<file path="src/rtl/slc_pkg.sv">
// Constants, field layouts and types shared by the serial line control block
package slc_pkg;
  // Register byte offsets on the Wishbone bus
  localparam logic [7:0] SLC_ADR_CTRL = 8'h00;
  localparam logic [7:0] SLC_ADR_TMO  = 8'h04;
  localparam logic [7:0] SLC_ADR_NTFY = 8'h08;
  localparam logic [7:0] SLC_ADR_STAT = 8'h0C;
  localparam logic [7:0] SLC_ADR_LOGC = 8'h10;
  // In-band flow control characters
  localparam logic [7:0] SLC_XON  = 8'h11;
  localparam logic [7:0] SLC_XOFF = 8'h13;
  // Flow control, electrical mode and DTR mode encodings
  localparam logic [1:0] SLC_FC_NONE = 2'h0;
  localparam logic [1:0] SLC_FC_SW   = 2'h1;
  localparam logic [1:0] SLC_FC_HW   = 2'h2;
  localparam logic [1:0] SLC_EL_232  = 2'h0;
  localparam logic [1:0] SLC_EL_422  = 2'h1;
  localparam logic [1:0] SLC_EL_485  = 2'h2;
  localparam logic [1:0] SLC_DTR_HI  = 2'h0;
  localparam logic [1:0] SLC_DTR_LO  = 2'h1;
  localparam logic [1:0] SLC_DTR_SES = 2'h2;
  localparam logic [1:0] SLC_PAR_NONE = 2'h0;
  // Reset values: no flow control, no parity, one stop bit, logging off
  localparam logic [17:0] SLC_CTRL_RST = 18'h0_0000;
  localparam logic [15:0] SLC_TMO_RST  = 16'h0000;
  localparam logic [15:0] SLC_NTFY_RST = 16'h0000;
  // Log cap in internal memory
  localparam int unsigned SLC_LOG_KBYTES = 10;
  localparam logic [13:0] SLC_LOG_MAX    = 14'(SLC_LOG_KBYTES * 1024);
  // Millisecond tick
  localparam int unsigned SLC_CLK_HZ   = 100_000_000;
  localparam int unsigned SLC_TICK_US  = 1000;
  localparam int unsigned SLC_TICK_CYC = SLC_TICK_US * (SLC_CLK_HZ / 1_000_000);
  localparam int unsigned SLC_BUF_DEPTH = 16;

  typedef struct packed {
    logic       stop2;
    logic [1:0] parity;
    logic       ev_en;
    logic       log_mem;
    logic       log_en;
    logic       host_tcp;
    logic       auto_rel;
    logic       dcd_gate;
    logic       emul;
    logic       modem_en;
    logic       dsr_gate;
    logic [1:0] dtr_mode;
    logic [1:0] elec;
    logic [1:0] flow;
  } slc_ctrl_t;

  typedef enum logic [1:0] {
    SLC_ACC   = 2'b01,
    SLC_DRAIN = 2'b10
  } slc_state_t;
endpackage

</file>
<file path="src/rtl/slc_line_ctrl.sv">
// Serial port line control, packetizing buffer and event gating
`timescale 1ns/1ps
module slc_line_ctrl
  import slc_pkg::*;
#(
  parameter int unsigned DEPTH    = SLC_BUF_DEPTH,
  parameter int unsigned TICK_CYC = SLC_TICK_CYC
) (
  input  wire logic        clk_i,       // System clock
  input  wire logic        rst_i,       // Sync reset, high
  input  wire logic        wb_cyc_i,    // Wishbone cycle
  input  wire logic        wb_stb_i,    // Wishbone strobe
  input  wire logic        wb_we_i,     // Write enable
  input  wire logic [7:0]  wb_adr_i,    // Byte address
  input  wire logic [3:0]  wb_sel_i,    // Byte selects
  input  wire logic [31:0] wb_dat_i,    // Write data
  output logic      [31:0] wb_dat_o,    // Read data
  output logic             wb_ack_o,    // Acknowledge
  input  wire logic        rx_valid_i,  // Received byte valid
  input  wire logic [7:0]  rx_data_i,   // Received byte
  output logic             rx_ready_o,  // Byte taken
  output logic             tx_valid_o,  // Flow char to send
  output logic      [7:0]  tx_data_o,   // Flow char
  input  wire logic        tx_ready_i,  // Transmitter took char
  output logic             tx_hold_o,   // Pause serial transmit
  output logic             net_valid_o, // Byte to network
  output logic      [7:0]  net_data_o,  // Network byte
  input  wire logic        net_ready_i, // Network took byte
  input  wire logic        cts_i,       // CTS level
  output logic             rts_o,       // RTS level
  output logic             dtr_o,       // DTR level
  input  wire logic        dsr_i,       // DSR level
  input  wire logic        dcd_i,       // DCD level
  input  wire logic        session_i,   // A session is open
  output logic             conn_req_o,  // Open outgoing, pulse
  output logic             conn_drop_o, // Drop connection, pulse
  output logic             accept_o,    // Remote connect allowed
  output logic             init_req_o,  // Send init string, pulse
  output logic             modem_rel_o, // Release modem, pulse
  output logic             log_wr_o,    // Log this byte, pulse
  input  wire logic        kw_hit_i,    // Keyword detected, pulse
  output logic             notify_o,    // Send notification, pulse
  output logic             cmd_o        // Send port command, pulse
);
  localparam int CW = $clog2(DEPTH + 1);
  localparam int AW = $clog2(DEPTH);
  localparam logic [CW-1:0] FULL_CNT = CW'(DEPTH);
  localparam logic [CW-1:0] HIGH_CNT = CW'(DEPTH - 2);

  function automatic logic [31:0] wmerge(input logic [31:0] old, input logic [31:0] nw, input logic [3:0] sel);
    logic [31:0] r;
    r = old;
    for (int i = 0; i < 4; i++)
    begin
      if (sel[i])
        r[8*i +: 8] = nw[8*i +: 8];
    end
    return r;
  endfunction

  slc_ctrl_t       ctrl_q;
  logic [15:0]     tmo_q;
  logic [15:0]     ntfy_q;
  logic            ack_q;
  logic [31:0]     rdat_q;
  logic [7:0]      mem [DEPTH];
  slc_state_t      state_q;
  slc_state_t      state_d;
  logic [CW-1:0]   cnt_q;
  logic [CW-1:0]   cnt_d;
  logic [AW-1:0]   rdp_q;
  logic [AW-1:0]   rdp_d;
  logic            rdy_q;
  logic            nval_q;
  logic [7:0]      ndat_q;
  logic            txv_q;
  logic [7:0]      txd_q;
  logic            roff_q;
  logic            pause_q;
  logic            rts_q;
  logic            dtr_q;
  logic            dsr_q;
  logic            sess_q;
  logic            req_q;
  logic            drop_q;
  logic            acc_q;
  logic            init_q;
  logic            rel_q;
  logic            logw_q;
  logic [13:0]     logc_q;
  logic            ntf_q;
  logic            cmd_q;
  logic [15:0]     gap_q;
  logic [15:0]     nms_q;
  logic [31:0]     tick_q;

  // Bus decode
  wire         req     = wb_cyc_i & wb_stb_i & ~ack_q;
  wire         wr      = wb_cyc_i & wb_stb_i & ack_q & wb_we_i; // Lands on the edge that sees ack
  wire         wr_ctrl = wr & (wb_adr_i == SLC_ADR_CTRL);
  wire [31:0]  ctrl_m  = wmerge({14'h0000, ctrl_q}, wb_dat_i, wb_sel_i);
  wire [31:0]  tmo_m   = wmerge({16'h0000, tmo_q}, wb_dat_i, wb_sel_i);
  wire [31:0]  ntfy_m  = wmerge({16'h0000, ntfy_q}, wb_dat_i, wb_sel_i);
  wire         cfg_chg = wr_ctrl & (ctrl_m[17:0] != ctrl_q);
  wire [31:0]  stat_w  = {10'h000, state_q, logc_q >= SLC_LOG_MAX, acc_q, roff_q, pause_q,
                          cts_i, dcd_i, dsr_i, dtr_q, rts_q, 3'h0, 8'(cnt_q)};
  wire [31:0]  rd_d    = (wb_adr_i == SLC_ADR_CTRL) ? {14'h0000, ctrl_q} :
                         (wb_adr_i == SLC_ADR_TMO)  ? {16'h0000, tmo_q} :
                         (wb_adr_i == SLC_ADR_NTFY) ? {16'h0000, ntfy_q} :
                         (wb_adr_i == SLC_ADR_STAT) ? stat_w :
                         (wb_adr_i == SLC_ADR_LOGC) ? {18'h0_0000, logc_q} : 32'h0000_0000;

  // Mode qualifiers
  wire fc_on     = ctrl_q.elec != SLC_EL_485;
  wire sw_fc     = fc_on & (ctrl_q.flow == SLC_FC_SW);
  wire hw_fc     = fc_on & (ctrl_q.flow == SLC_FC_HW);
  wire modem_act = ctrl_q.modem_en & ctrl_q.host_tcp;
  wire dd_eff    = ~ctrl_q.modem_en & (ctrl_q.elec == SLC_EL_232);
  wire dsr_eff   = dd_eff & ctrl_q.dsr_gate;
  wire tick      = tick_q == 32'(TICK_CYC - 1);

  // Receive path
  wire rx_fire   = rx_valid_i & rdy_q;
  wire is_xon    = sw_fc & (rx_data_i == SLC_XON);
  wire is_xoff   = sw_fc & (rx_data_i == SLC_XOFF);
  wire data_byte = rx_fire & ~is_xon & ~is_xoff;
  wire near_full = cnt_q >= HIGH_CNT;
  wire gap_hit   = (tmo_q == 16'h0000) | (gap_q >= tmo_q);
  wire flush     = (cnt_q == FULL_CNT) | ((cnt_q != '0) & gap_hit);
  wire last_out  = CW'(rdp_q) == cnt_q - CW'(1);
  wire log_full  = ctrl_q.log_mem & (logc_q >= SLC_LOG_MAX);

  // Outputs and helpers
  wire dtr_d = ~dd_eff ? (modem_act ? session_i : 1'b1) :
               (ctrl_q.dtr_mode == SLC_DTR_HI) ? 1'b1 :
               (ctrl_q.dtr_mode == SLC_DTR_LO) ? 1'b0 : session_i;
  wire dsr_rise = dsr_i & ~dsr_q;
  wire dsr_fall = ~dsr_i & dsr_q;
  wire ntf_ok   = nms_q >= ntfy_q;
  wire pause_d  = hw_fc ? ~cts_i :
                  sw_fc ? ((rx_fire & is_xoff) | (pause_q & ~(rx_fire & is_xon))) : 1'b0;

  always_comb
  begin
    state_d = state_q;
    cnt_d   = cnt_q;
    rdp_d   = rdp_q;
    case (state_q)
      SLC_ACC:
      begin
        if (data_byte)
          cnt_d = cnt_q + CW'(1);
        else if (flush)
        begin
          state_d = SLC_DRAIN;
          rdp_d   = '0;
        end
      end
      SLC_DRAIN:
      begin
        if (net_ready_i & nval_q)
        begin
          if (last_out)
          begin
            state_d = SLC_ACC;
            cnt_d   = '0;
          end
          else
            rdp_d = rdp_q + AW'(1);
        end
      end
      default:
      begin
        state_d = SLC_ACC;
        cnt_d   = '0;
      end
    endcase
  end

  always_ff @(posedge clk_i)
  begin
    if (data_byte & (state_q == SLC_ACC))
      mem[AW'(cnt_q)] <= rx_data_i;
  end

  always_ff @(posedge clk_i)
  begin
    if (rst_i)
    begin
      ctrl_q <= SLC_CTRL_RST;
      tmo_q  <= SLC_TMO_RST;
      ntfy_q <= SLC_NTFY_RST;
      ack_q  <= 1'b0;
      rdat_q <= 32'h0000_0000;
    end
    else
    begin
      ack_q  <= req;
      rdat_q <= rd_d;
      if (wr_ctrl)
        ctrl_q <= slc_ctrl_t'(ctrl_m[17:0]);
      if (wr & (wb_adr_i == SLC_ADR_TMO))
        tmo_q <= tmo_m[15:0];
      if (wr & (wb_adr_i == SLC_ADR_NTFY))
        ntfy_q <= ntfy_m[15:0];
    end
  end

  always_ff @(posedge clk_i)
  begin
    if (rst_i)
    begin
      state_q <= SLC_ACC;
      cnt_q   <= '0;
      rdp_q   <= '0;
      rdy_q   <= 1'b0;
      nval_q  <= 1'b0;
      ndat_q  <= 8'h00;
      tick_q  <= 32'h0000_0000;
      gap_q   <= 16'h0000;
    end
    else
    begin
      state_q <= state_d;
      cnt_q   <= cnt_d;
      rdp_q   <= rdp_d;
      rdy_q   <= (state_d == SLC_ACC) & (cnt_d < FULL_CNT) & ~rx_fire;
      nval_q  <= state_d == SLC_DRAIN;
      ndat_q  <= mem[rdp_d];
      tick_q  <= tick ? 32'h0000_0000 : tick_q + 32'h0000_0001;
      if (data_byte)
        gap_q <= 16'h0000;
      else if (tick & (gap_q != 16'hFFFF))
        gap_q <= gap_q + 16'h0001;
    end
  end

  // Flow control: XOFF near full, XON once drained
  always_ff @(posedge clk_i)
  begin
    if (rst_i)
    begin
      txv_q   <= 1'b0;
      txd_q   <= 8'h00;
      roff_q  <= 1'b0;
      pause_q <= 1'b0;
      rts_q   <= 1'b1;
    end
    else
    begin
      pause_q <= pause_d;
      rts_q   <= ~hw_fc | ~near_full;
      if (txv_q)
      begin
        if (tx_ready_i)
          txv_q <= 1'b0;
      end
      else if (sw_fc & near_full & ~roff_q)
      begin
        txv_q  <= 1'b1;
        txd_q  <= SLC_XOFF;
        roff_q <= 1'b1;
      end
      else if (roff_q & (~sw_fc | (cnt_q == '0)))
      begin
        txv_q  <= sw_fc;
        txd_q  <= SLC_XON;
        roff_q <= 1'b0;
      end
    end
  end

  // Modem and connection signals
  always_ff @(posedge clk_i)
  begin
    if (rst_i)
    begin
      dtr_q  <= 1'b1;
      dsr_q  <= 1'b0;
      sess_q <= 1'b0;
      req_q  <= 1'b0;
      drop_q <= 1'b0;
      acc_q  <= 1'b0;
      init_q <= 1'b0;
      rel_q  <= 1'b0;
    end
    else
    begin
      dtr_q  <= dtr_d;
      dsr_q  <= dsr_i;
      sess_q <= session_i;
      req_q  <= dsr_eff & dsr_rise;
      drop_q <= dsr_fall & (dsr_eff | ctrl_q.emul);
      acc_q  <= (~dsr_eff | dsr_i) & (~(modem_act & ctrl_q.dcd_gate) | dcd_i);
      init_q <= modem_act & ((dtr_d & ~dtr_q) | cfg_chg);
      rel_q  <= modem_act & ctrl_q.auto_rel & sess_q & ~session_i;
    end
  end

  // Logging and keyword events
  always_ff @(posedge clk_i)
  begin
    if (rst_i)
    begin
      logw_q <= 1'b0;
      logc_q <= 14'h0000;
      ntf_q  <= 1'b0;
      cmd_q  <= 1'b0;
      nms_q  <= 16'hFFFF;
    end
    else
    begin
      logw_q <= ctrl_q.log_en & data_byte & ~log_full;
      if (~ctrl_q.log_en)
        logc_q <= 14'h0000;
      else if (data_byte & ~log_full & (logc_q != 14'h3FFF))
        logc_q <= logc_q + 14'h0001;
      ntf_q <= ctrl_q.ev_en & kw_hit_i & ntf_ok;
      cmd_q <= ctrl_q.ev_en & kw_hit_i;
      if (ctrl_q.ev_en & kw_hit_i & ntf_ok)
        nms_q <= 16'h0000;
      else if (tick & (nms_q != 16'hFFFF))
        nms_q <= nms_q + 16'h0001;
    end
  end

  assign wb_ack_o    = ack_q;
  assign wb_dat_o    = rdat_q;
  assign rx_ready_o  = rdy_q;
  assign tx_valid_o  = txv_q;
  assign tx_data_o   = txd_q;
  assign tx_hold_o   = pause_q;
  assign net_valid_o = nval_q;
  assign net_data_o  = ndat_q;
  assign rts_o       = rts_q;
  assign dtr_o       = dtr_q;
  assign conn_req_o  = req_q;
  assign conn_drop_o = drop_q;
  assign accept_o    = acc_q;
  assign init_req_o  = init_q;
  assign modem_rel_o = rel_q;
  assign log_wr_o    = logw_q;
  assign notify_o    = ntf_q;
  assign cmd_o       = cmd_q;
endmodule

</file>
<file path="config.mk">
export PLATFORM = sky130hd
export DESIGN_NAME = slc_line_ctrl
export DESIGN_NICKNAME = d
export VERILOG_FILES = /design/src/rtl/slc_pkg.sv /design/src/rtl/slc_line_ctrl.sv
export SDC_FILE = /design/constraint.sdc
export NUM_CORES = 1
export LEC_CHECK = 0
export BUFFER_PORTS_ARGS = -buffer_cell sky130_fd_sc_hd__buf_2
export CAP_MARGIN = 5
export CORE_MARGIN = 10
export CORE_UTILIZATION = 45
export CTS_BUF_LIST = sky130_fd_sc_hd__clkbuf_8
export DETAILED_ROUTE_END_ITERATION = 8
export PLACE_DENSITY = 0.65
export SLEW_MARGIN = 20
export SYNTH_ARGS = -nofsm -noshare
export SYNTH_HDL_FRONTEND = slang
export SYNTH_SLANG_ARGS = --single-unit
export TNS_END_PERCENT = 100
</file>
<file path="constraint.sdc">
create_clock -name clk_i -period 2.9 [get_ports clk_i]
set_input_delay 0.29 -clock clk_i [delete_from_list [all_inputs] [get_ports clk_i]]
set_output_delay 0.29 -clock clk_i [all_outputs]
set_load 0.005 [all_outputs]
</file>
==> results of run 1 <==
-- worst register-to-register path: stages, from the launching register on --
cell and delay [ps]:
dfxtp_1 320, buf_4 150, nor4_1 290, and4_2 330, nor4_4 60, buf_4 140
a31oi_4 220, buf_12 160, o22ai_4 70, buf_12 180, buf_4 130, mux2i_1 140
o22ai_1 110, or4_1 530
-- routing by layer --
| layer | track usage [%] | up-vias | routed length (um) | share of wire, % |
|---|---|---|---|---|
| met5 | 0 | - | 0 | 0 |
| met4 | 4.66 | 0 | 571 | 1.5 |
| met2 | 32.2 | 289 | 18300 | 49 |
| met1 | 24.2 | 5273 | 16500 | 44 |
| met3 | 3.19 | 46 | 2060 | 5.5 |
| li1 | - | 5331 | - | - |
-- layout by cell type (no fill, tap or decap), types with 23 or more instances in the layout --
master    instances
a21oi_1          47
edfxtp_1        128
dfxtp_1         177
clkbuf_8         61
nor2_1          177
o21ai_0          31
nand4_1          26
ha_1             39
inv_1            60
buf_4           120
nand2_1          88
xor2_1           44
mux2i_1         103
xnor2_1          48
buf_2            97
nand3_1          39
and2_1           23
-- kinds of logic (layout without fill, tap and decap cells) --
kind of cell / count (synthesis) / in the layout / share of synthesized area, %
buffers and inverters: 122 / 384 / 3.92
xor gates and xnor gates: 93 / 93 / 5.67
DFF: 316 / 316 / 52.9
other: 1 / 16 / 0.0261
adders and majority gates: 44 / 44 / 3.83
and+or+nand+nor: 484 / 484 / 16.4
AOI/OAI and AO/OA: 175 / 176 / 8.16
muxes: 127 / 127 / 9.07
-- registers in the layout (all words and copies together) (netlist names), 2 cells and up --
register and cells:
tick_q 32, nms_q 16, tx_data_o 2, net_data_o 8, state_q 2, ntfy_q 16, gap_q 16, tmo_q 16
mem 128, cnt_q 5, rdp_q 4, wb_dat_o 22, logc_q 14, ctrl_q 18
-- power groups by stage --
stage	sequential, uW	clock [uW]	combinational [uW]
final	4720	3910	854
after global routing	4720	4190	932
after CTS	4710	4010	847
after detailed placement	4810	0	783
after global placement	4810	0	772
after floorplan	4810	0	421
-- worst max-delay path by stage --
stage	from	endpoint	slack, ps
2_1_floorplan	cnt_q[0]	net_data_o[4]	10
3_3_place_gp	gap_q[0]	net_data_o[4]	-120
3_5_place_dp	gap_q[0]	net_data_o[2]	-200
4_1_cts	tmo_q[12]	net_data_o[5]	9
5_1_grt	tmo_q[9]	net_data_o[0]	-140
6_report	tmo_q[9]	net_data_o[4]	-70
-- per-stage QoR --
stage	hold slack [ps]	area, um^2	power (uW)	util, %	setup WS [ps]
floorplan	366	14500	5230	-	13.1
global placement	391	16000	5580	50.7	-119
detailed placement	399	16000	5590	50.7	-205
CTS	1.07	17500	9570	55.3	8.58
global route	17.2	17800	9840	56.3	-144
finish	35.9	17800	9480	56.3	-67.4
-- Yosys cell counts (all sizes together) (6+ instances only) --
master and number:
o21ai 34, xor2 44, or3 11, nor2 181, a22o 9, mux2i 119, mux2 6, a22oi 7
a222oi 8, a21oi 47, and3 19, and2 25, inv 50, ha 44, nand3 40, or4 6
nand4 26, a21o 10, clkbuf 44, xnor2 49, edfxtp 128, nor2b 10, and4 8, nor3 22
nor3b 8, buf 28, nor4 17, nand2 89, nand2b 6, dfxtp 188, o22ai 33
-- area by class of cell --
| class | instances | area, um^2 | area share, % |
|---|---|---|---|
| Antenna cell | 1 | 2.50 | 0.0141 |
| Tap cell | 402 | 503 | 2.83 |
| Clock inverter | 32 | 210 | 1.18 |
| Inverter | 50 | 188 | 1.06 |
| Clock buffer | 61 | 840 | 4.73 |
| Sequential cell | 316 | 7620 | 42.9 |
| Multi-Input combinational cell | 939 | 6680 | 37.6 |
| Timing Repair Buffer | 241 | 1720 | 9.69 |
-- repair_timing --
| action | 4_1_cts | 5_1_grt |
|---|---|---|
| setup endpoints to repair | 8 | 8 |
| cloned | 3 | 0 |
| resized for setup | 38 | 53 |
| hold buffers | 11 | 0 |
| endpoints found under the hold margin | 15 | 0 |
| setup buffers | 7 | 5 |
| pin swaps | 14 | 10 |
==> reports/metrics.cfg, run 1 <==
[sta]
finalCriticalPeriod_ps=2970
fmax_mhz=337
fin_tns_setup_ps=-174
worst_slack_ps=-67.4
rsz0062_at_grt=yes
fin_worst_skew_ps=31.8
finalCritPeriodShare_pct=102
finalHoldViolCount=0
setup_viol=3
worstMarginPinSlew_ps=770
drv_slew=0
max-slew-margin-rel_pct=48.2

[floorplanning]
dieArea_mm2=0.0395
die_w_um=199
core-area_mm2=0.0316
initial_core_util_pct=45.6
num_io_pins=128
rows=65
dieHeight_um=199

[finish]
drive_gt1_share_pct=23.8
finalNonFillerCells=2042
final_nets=1708
fillCellCount=2745
areaGrowthSynthToFinish_pct=23.6

[placed_design]
gp_congestion=0.922
place_inst=1922
io_buffers=97
dp_hpwl_um=26900

[status]
status=finished, violations left
violations=setup timing

[critical_path]
r2r.worst_path.cells=13
required_ps=3370
r2r-start=tmo_q[9]
crit_chain=buf_4 > nor4_1 > and4_2 > nor4_4 > buf_4 > a31oi_4 > buf_12 > o22ai_4 > buf_12 > buf_4 > mux2i_1 > o22ai_1 > or4_1
slowest_stage=or4_1
path_buf_inv=5
cpPeakStageDelay_ps=530
cp-end-kind=flip-flop
rrSetupSlack_ps=-70
crit_arrival_ps=3430
path_class=flip-flop to flip-flop
crit_family=simple AND/OR/NAND/NOR gates
crit_top_cell=buf_4
crit_cells=13
crit_fanout=7
r2r_end=net_data_o[4]
cp-start-kind=flip-flop

[grt]
grtUsageTotal_pct=18.8
grt_max_degree=45
grt-ovfl-total=0
grt_antenna_before_repair=1
first_global_vias=10800
grt_pass1_wl_um=59300

[drt]
drt_iter0_drc=763
routed_wl_um=37400
drc=0
ant_nets=0
via_per_inst=5.36
wl_per_cell_um=18.3
firstDrtPassIters=5
num_vias=10900

[power]
clock_power_share_pct=41.2
p_switching_uw=2330
p_comb_share_pct=9.0
power.internal_uw=7150
p_leak_uw=0.00675
swShare_pct=24.6
p_seq_share_pct=49.8
p_per_area_mw_per_mm2=533
vdd_drop_max_mv=0.363

[yosys]
netlist_top_cells_area=edfxtp_1, dfxtp_1, mux2i_1
synth_edf_count=128
synth_top_area_share_pct=26.7
synth_seq_cells=316
ys_warn_count=0
synthesis.area_mm2=0.0144
synthArstFlopShare_pct=0
syn_avg_cell_area_um2=10.6
synth.distinct_cells=65
postSynthCellCount=1362
synth_top_area_cell=edfxtp_1
ys_seq_area_share_pct=52.9
synth-main-ff-cell=dfxtp_1

[cts]
cts_tree=done
worstSkewPairLatency_ps=600
path_clk_slew_ps=60
cts_sinks=316
cts_root_buffer=clkbuf_8
cts_inserted_buffers=51
cts_buffer_depth=3
h-tree-depth=2

[min_path]
hold_depth=3
hold_end=ntfy_q[6]
hold_class=primary input to flip-flop
hold_start=wb_dat_i[6]

[run]
maxCapViolations=0

No activity file was read; power rests on OpenSTA's default activity.
==> run 2, diff against run 1 <==
--- a/config.mk
+++ b/config.mk
@@ -7,11 +7,13 @@
 export LEC_CHECK = 0
 export BUFFER_PORTS_ARGS = -buffer_cell sky130_fd_sc_hd__buf_2
 export CAP_MARGIN = 5
+export CELL_PAD_IN_SITES_DETAIL_PLACEMENT = 1
+export CELL_PAD_IN_SITES_GLOBAL_PLACEMENT = 2
 export CORE_MARGIN = 10
-export CORE_UTILIZATION = 45
+export CORE_UTILIZATION = 37
 export CTS_BUF_LIST = sky130_fd_sc_hd__clkbuf_8
 export DETAILED_ROUTE_END_ITERATION = 8
-export PLACE_DENSITY = 0.65
+export PLACE_DENSITY_LB_ADDON = 0.1
 export SLEW_MARGIN = 20
 export SYNTH_ARGS = -nofsm -noshare
 export SYNTH_HDL_FRONTEND = slang
==> run 2 against run 1 <==
Compared with the run above: the run still ends with setup timing left; setup slack gained 54 ps; total power up 2.3%; combinational power grew 9.6%; non-clock buffer count is 35 higher; routed wire length is 18% higher; critical endpoint is now net_data_o[5]; design area is 3.3% higher; sequential cell count unchanged; clock power grew 3%; first-iteration DRC count is 20% lower; core utilization down 8.7 points; die area up 19%.
==> reports/metrics.cfg, run 2 (same netlist as run 1, synthesis figures left out) <==
[status]
status=finished, violations left  ; unchanged
violations=setup timing  ; unchanged

[grt]
first_global_vias=11700  ; was 10800
grt_antenna_before_repair=0  ; was 1
grt-ovfl-total=0  ; unchanged
grtUsageTotal_pct=18.6  ; was 18.8%
grt_max_degree=60  ; was 45
grt_pass1_wl_um=68900  ; was 59300 um

[finish]
areaGrowthSynthToFinish_pct=27.7  ; was 23.6%
antenna_cells=0  ; was 1
mostFrequentLayoutCell=dfxtp_1
final_area_mm2=0.0184  ; was 0.0178 mm^2
fillCellCount=4333  ; was 2745
final_nets=1747  ; was 1708
drive_gt1_share_pct=25.5  ; was 23.8%
post-route-util_pct=47.6  ; was 56.3%
top_register=mem  ; unchanged
mostFrequentLayoutCells=dfxtp_1, nor2_1, buf_4  ; was nor2_1, dfxtp_1, edfxtp_1
largest_reg_flops=128  ; unchanged
finalNonFillerCells=2201  ; was 2042

[critical_path]
crit_cells=13  ; unchanged
cpPeakStageDelay_ps=530  ; about the same
crit_arrival_ps=3420  ; was 3430 ps
crit_chain=inv_1 > ha_1 > nand2_2 > nor3_4 > a32oi_4 > a31oi_4 > buf_6 > o22ai_4 > buf_12 > buf_8 > nand3b_1 > o22ai_1 > or4_1  ; was buf_4 > nor4_1 > and4_2 > nor4_4 > buf_4 > a31oi_4 > buf_12 > o22ai_4 > buf_12 > buf_4 > mux2i_1 > o22ai_1 > or4_1
cp-start-kind=flip-flop  ; unchanged
r2r.worst_path.cells=13  ; unchanged
cp-end-kind=flip-flop  ; unchanged
path_class=flip-flop to flip-flop  ; unchanged
required_ps=3410  ; was 3370 ps
crit_fanout=5  ; was 7
rrSetupSlack_ps=-10  ; was -70 ps
path_buf_inv=4  ; was 5
crit_family=simple AND/OR/NAND/NOR gates  ; unchanged
slowest_stage=or4_1  ; unchanged

[drt]
wl_met3_um=1710  ; was 2060 um
firstDrtPassIters=5  ; unchanged
wl_met2_um=20200  ; was 18300 um
drt-met1-wl_um=21700  ; was 16500 um
top_layer_used=met4  ; unchanged
drt_iter0_drc=612  ; was 763
drc=0  ; unchanged
via_per_inst=5.07  ; was 5.36
num_vias=11200  ; was 10900
wl_per_cell_um=20.1  ; was 18.3 um
ant_nets=0  ; unchanged
routed_wl_um=44300  ; was 37400 um

[placed_design]
gp_congestion=0.817  ; was 0.922
io_buffers=97  ; unchanged
dp_hpwl_um=31900  ; was 26900 um
place_inst=2052  ; was 1922
placed_cell_area_mm2=0.0162  ; was 0.0160 mm^2

[cts]
worstSkewPairLatency_ps=650  ; was 600 ps
cts_inserted_buffers=55  ; was 51
cts_tree=done  ; unchanged
cts_sinks=316  ; unchanged
h-tree-depth=2  ; unchanged
path_clk_slew_ps=60  ; about the same
cts_buffer_depth=3  ; unchanged
cts_root_buffer=clkbuf_8  ; unchanged

[sta]
fin_worst_skew_ps=29.8  ; was 31.8 ps
fin_tns_setup_ps=-32.6  ; was -174 ps
max-slew-margin-rel_pct=42.3  ; was 48.2%
finalCritPeriodShare_pct=100  ; was 102%
setup_viol=3  ; unchanged
rsz0062_at_grt=yes  ; unchanged
fmax_mhz=343  ; was 337 MHz
finalCriticalPeriod_ps=2910  ; was 2970 ps
worstMarginPinSlew_ps=862  ; was 770 ps
worst_slack_ps=-13.0  ; was -67.4 ps
finalHoldViolCount=0  ; unchanged
drv_slew=0  ; unchanged

[floorplanning]
num_io_pins=128  ; unchanged
initial_core_util_pct=37.3  ; was 45.6%
dieHeight_um=217  ; was 199 um
dieArea_mm2=0.0471  ; was 0.0395 mm^2
core-area_mm2=0.0386  ; was 0.0316 mm^2
die_w_um=217  ; was 199 um
rows=72  ; was 65

[min_path]
hold_depth=4  ; was 3
hold_class=primary input to flip-flop  ; unchanged

[power]
p_leak_uw=0.00702  ; was 0.00675 uW
p_per_area_mw_per_mm2=528  ; was 533 mW/mm^2
vdd_drop_max_mv=0.332  ; was 0.363 mV

[run]
maxCapViolations=0  ; unchanged

-- run 2: layout make-up --
cell class,instances,area (um^2),area share (%)
multi-input combinational,939,6770,36.9
clock inverter,39,223,1.21
timing repair buffer,276,2040,11.1
inverter,50,188,1.02
sequential,316,7620,41.5
clock buffer,63,867,4.72
tap,518,648,3.53
-- run 2: report_power, final --
part | internal (uW) | switching (uW)
Sequential | 4690 | 33.9
Combinational | 397 | 540
Clock | 2160 | 1870
Total | 7250 | 2450
-- run 2: repair_timing --
item,in CTS,in global routing
hold buffers,28,0
hold endpoints to repair,59,0
setup buffers,10,9
pin swaps,20,18
setup endpoints to repair,8,14
cloned,3,0
resized for setup,73,40
-- run 2: worst paths after layout --
path | start | end
worst max register to register | tmo_q[11] | net_data_o[5]
worst min-delay path | wb_sel_i[2] | ctrl_q[16]
worst max-delay path | tmo_q[11] | net_data_o[5]
worst min register to register | dsr_q | conn_req_o
-- run 2: stage by stage --
stage	hold WS (ps)	total power [uW]	setup WS (ps)
finish	79.6	9700	-13.0
global route	82.6	10200	-145
CTS	36.3	9800	0.110
detailed placement	401	5630	-329
global placement	406	5620	-218
floorplan	366	5230	13.1
-- run 2: metal layers --
layer | up-vias | global-route usage [%]
li1 | 5397 | -
met1 | 5559 | 25.8
met2 | 148 | 29.3
met3 | 50 | 3.26
met4 | 0 | 4.85
met5 | - | 0
-- run 2: worst min-delay path: stages --
cell	delay [ps]
buf_2	100
nand3_1	120
mux2i_1	90
nor2_1	70
==> run 3, diff against run 2 <==
--- a/config.mk
+++ b/config.mk
@@ -5,14 +5,14 @@
 export SDC_FILE = /design/constraint.sdc
 export NUM_CORES = 1
 export LEC_CHECK = 0
-export BUFFER_PORTS_ARGS = -buffer_cell sky130_fd_sc_hd__buf_2
 export CAP_MARGIN = 5
 export CELL_PAD_IN_SITES_DETAIL_PLACEMENT = 1
 export CELL_PAD_IN_SITES_GLOBAL_PLACEMENT = 2
 export CORE_MARGIN = 10
-export CORE_UTILIZATION = 37
+export CORE_UTILIZATION = 39
 export CTS_BUF_LIST = sky130_fd_sc_hd__clkbuf_8
 export DETAILED_ROUTE_END_ITERATION = 8
+export DONT_BUFFER_PORTS = 1
 export PLACE_DENSITY_LB_ADDON = 0.1
 export SLEW_MARGIN = 20
 export SYNTH_ARGS = -nofsm -noshare
==> run 3 against run 2 <==
Compared with the run above: count of clock-buffer cells in the layout grew 1; the flow still finishes with violations (setup timing); maximum frequency decreased by 2.3%; combinational power is 9.7% lower.
==> reports/metrics.cfg, run 3 (same netlist as run 1, synthesis figures left out) <==
[floorplanning]
core-area_mm2=0.0365  ; was 0.0386 mm^2
die_w_um=212  ; was 217 um
dieArea_mm2=0.0449  ; was 0.0471 mm^2
dieHeight_um=212  ; was 217 um
rows=70  ; was 72
initial_core_util_pct=39.4  ; was 37.3%
num_io_pins=128  ; unchanged

[critical_path]
slowest_stage=or4_1  ; unchanged
r2r.worst_path.cells=11  ; was 13
crit_arrival_ps=3500  ; was 3420 ps
path_buf_inv=3  ; was 4
required_ps=3420  ; was 3410 ps
cp-start-kind=flip-flop  ; unchanged
crit_family=simple AND/OR/NAND/NOR gates  ; unchanged
rrSetupSlack_ps=-80  ; was -10 ps
crit_top_cell=buf_4
crit_fanout=5  ; unchanged
crit_chain=buf_4 > nor4_1 > and4_1 > nor4_2 > buf_4 > a31oi_4 > o211ai_1 > buf_4 > nand3b_1 > o22ai_1 > or4_1  ; was inv_1 > ha_1 > nand2_2 > nor3_4 > a32oi_4 > a31oi_4 > buf_6 > o22ai_4 > buf_12 > buf_8 > nand3b_1 > o22ai_1 > or4_1
r2r_end=net_data_o[4]  ; was net_data_o[5]
r2r-start=tmo_q[9]  ; was tmo_q[11]
cpPeakStageDelay_ps=480  ; was 530 ps
cp-end-kind=flip-flop  ; unchanged
path_class=flip-flop to flip-flop  ; unchanged

[cts]
cts_sinks=316  ; unchanged
cts_root_buffer=clkbuf_8  ; unchanged
cts_inserted_buffers=56  ; was 55
cts_tree=done  ; unchanged
worstSkewPairLatency_ps=650  ; about the same
cts_buffer_depth=3  ; unchanged
path_clk_slew_ps=60  ; about the same
h-tree-depth=2  ; unchanged

[power]
p_seq_share_pct=45.8  ; was 48.7%
vdd_drop_max_mv=0.401  ; was 0.332 mV
p_leak_uw=0.00663  ; was 0.00702 uW
power.internal_uw=7880  ; was 7250 uW
clock_power_share_pct=46.0  ; was 41.6%
swShare_pct=23.7  ; was 25.2%
p_comb_share_pct=8.2  ; was 9.7%
p_switching_uw=2450  ; about the same
finalPower_uw=10300  ; was 9700 uW
p_per_area_mw_per_mm2=578  ; was 528 mW/mm^2

[sta]
rsz0062_at_grt=yes  ; unchanged
fmax_mhz=335  ; was 343 MHz
fin_worst_skew_ps=30.5  ; was 29.8 ps
finalCritPeriodShare_pct=103  ; was 100%
fin_tns_setup_ps=-356  ; was -32.6 ps
setup_viol=6  ; was 3
whs_ps=32.1  ; was 79.6 ps
worst_slack_ps=-80.8  ; was -13.0 ps
finalCriticalPeriod_ps=2980  ; was 2910 ps
max-slew-margin-rel_pct=44.1  ; was 42.3%
finalHoldViolCount=0  ; unchanged
worstMarginPinSlew_ps=835  ; was 862 ps
drv_slew=0  ; unchanged

[drt]
ant_nets=0  ; unchanged
wl_per_cell_um=21.0  ; was 20.1 um
drc=0  ; unchanged
routed_wl_um=43400  ; was 44300 um
drt_iter0_drc=596  ; was 612
via_per_inst=5.30  ; was 5.07
firstDrtPassIters=5  ; unchanged
num_vias=10900  ; was 11200

[finish]
post-route-util_pct=48.9  ; was 47.6%
seq_area_mm2=0.00761  ; was 0.00762 mm^2
areaGrowthSynthToFinish_pct=24.3  ; was 27.7%
top_register=mem  ; unchanged
mostFrequentLayoutCells=dfxtp_1, nor2_1, buf_4  ; unchanged
fillCellCount=3986  ; was 4333
drive_gt1_share_pct=19.3  ; was 25.5%
largest_reg_flops=128  ; unchanged
mostFrequentLayoutCell=dfxtp_1  ; unchanged
multi_input_area_mm2=0.00654  ; was 0.00677 mm^2
final_nets=1658  ; was 1747

[min_path]
hold_class=primary input to flip-flop  ; unchanged
hold_depth=2  ; was 4
hold_start=rst_i  ; was wb_sel_i[2]
hold_end=state_q[1]  ; was ctrl_q[16]

[status]
status=finished, violations left  ; unchanged
violations=setup timing  ; unchanged

[grt]
first_global_vias=11200  ; was 11700
grt_max_degree=87  ; was 60
grt-ovfl-total=0  ; unchanged
grtUsageTotal_pct=19.1  ; was 18.6%
grt_pass1_wl_um=66500  ; was 68900 um
grt_antenna_before_repair=1  ; was 0

[placed_design]
post-place-ws_ps=-273  ; was -329 ps
io_buffers=0  ; was 97
gp_congestion=0.823  ; was 0.817
dp_hpwl_um=30000  ; was 31900 um

[run]
maxCapViolations=0  ; unchanged

-- run 3: cell count changes in the layout (fill, tap and decap cells not counted), moves of 7 or more --
cell	previous run	this run
dlygate4sd3_1	28	40
o22ai_1	17	28
o22ai_2	12	4
buf_2	96	0
bufinv_16	2	9
-- run 3: timing repair --
action	in CTS	in global routing
pin swaps	12	21
setup endpoints to repair	8	17
setup buffers	24	5
cloned	1	0
hold buffers	41	0
resized for setup	37	31
hold endpoints to repair	224	0
-- run 3: final cells by class --
cell class,count,share of cell area [%]
timing repair buffer,187,9.25
tap,468,3.28
clock buffer,64,4.93
multi-input combinational,938,36.6
sequential,316,42.6
antenna,1,0.0140
clock inverter,39,2.28
inverter,50,1.05
-- run 3: per-stage QoR --
stage,area [um^2],std cells
2_1_floorplan,14500,1376
3_3_place_gp,15700,1893
3_5_place_dp,15700,1893
4_1_cts,17800,2062
5_1_grt,17900,2063
6_report,17900,2063
-- run 3: worst max-delay path by stage --
stage            startpoint            end  slack, ps  cells after the start
3_3_place_gp   rx_data_i[3]  net_data_o[4]       -160                      9
2_1_floorplan      cnt_q[0]  net_data_o[4]         10                     13
3_5_place_dp       gap_q[0]  net_data_o[2]       -270                     14
5_1_grt            cnt_q[1]  net_data_o[4]       -210                     12
6_report           tmo_q[9]  net_data_o[4]        -80                     11
4_1_cts            cnt_q[1]  net_data_o[4]        -60                     12
-- run 3: power groups by stage --
stage               clock network, uW  registers (uW)  logic, uW
CTS                              4890            4730        825
global route                     5110            4730        917
floorplan                           0            4810        421
detailed placement                  0            4820        642
finish                           4750            4730        845
global placement                    0            4820        634
-- run 3: metal layers --
metal	track usage (%)	routed length, um	vias to the layer above
li1	-	-	5231
met1	26.1	20400	5415
met2	29.7	19600	213
met3	3.95	2270	74
met4	6.40	1040	0
met5	0	0	-
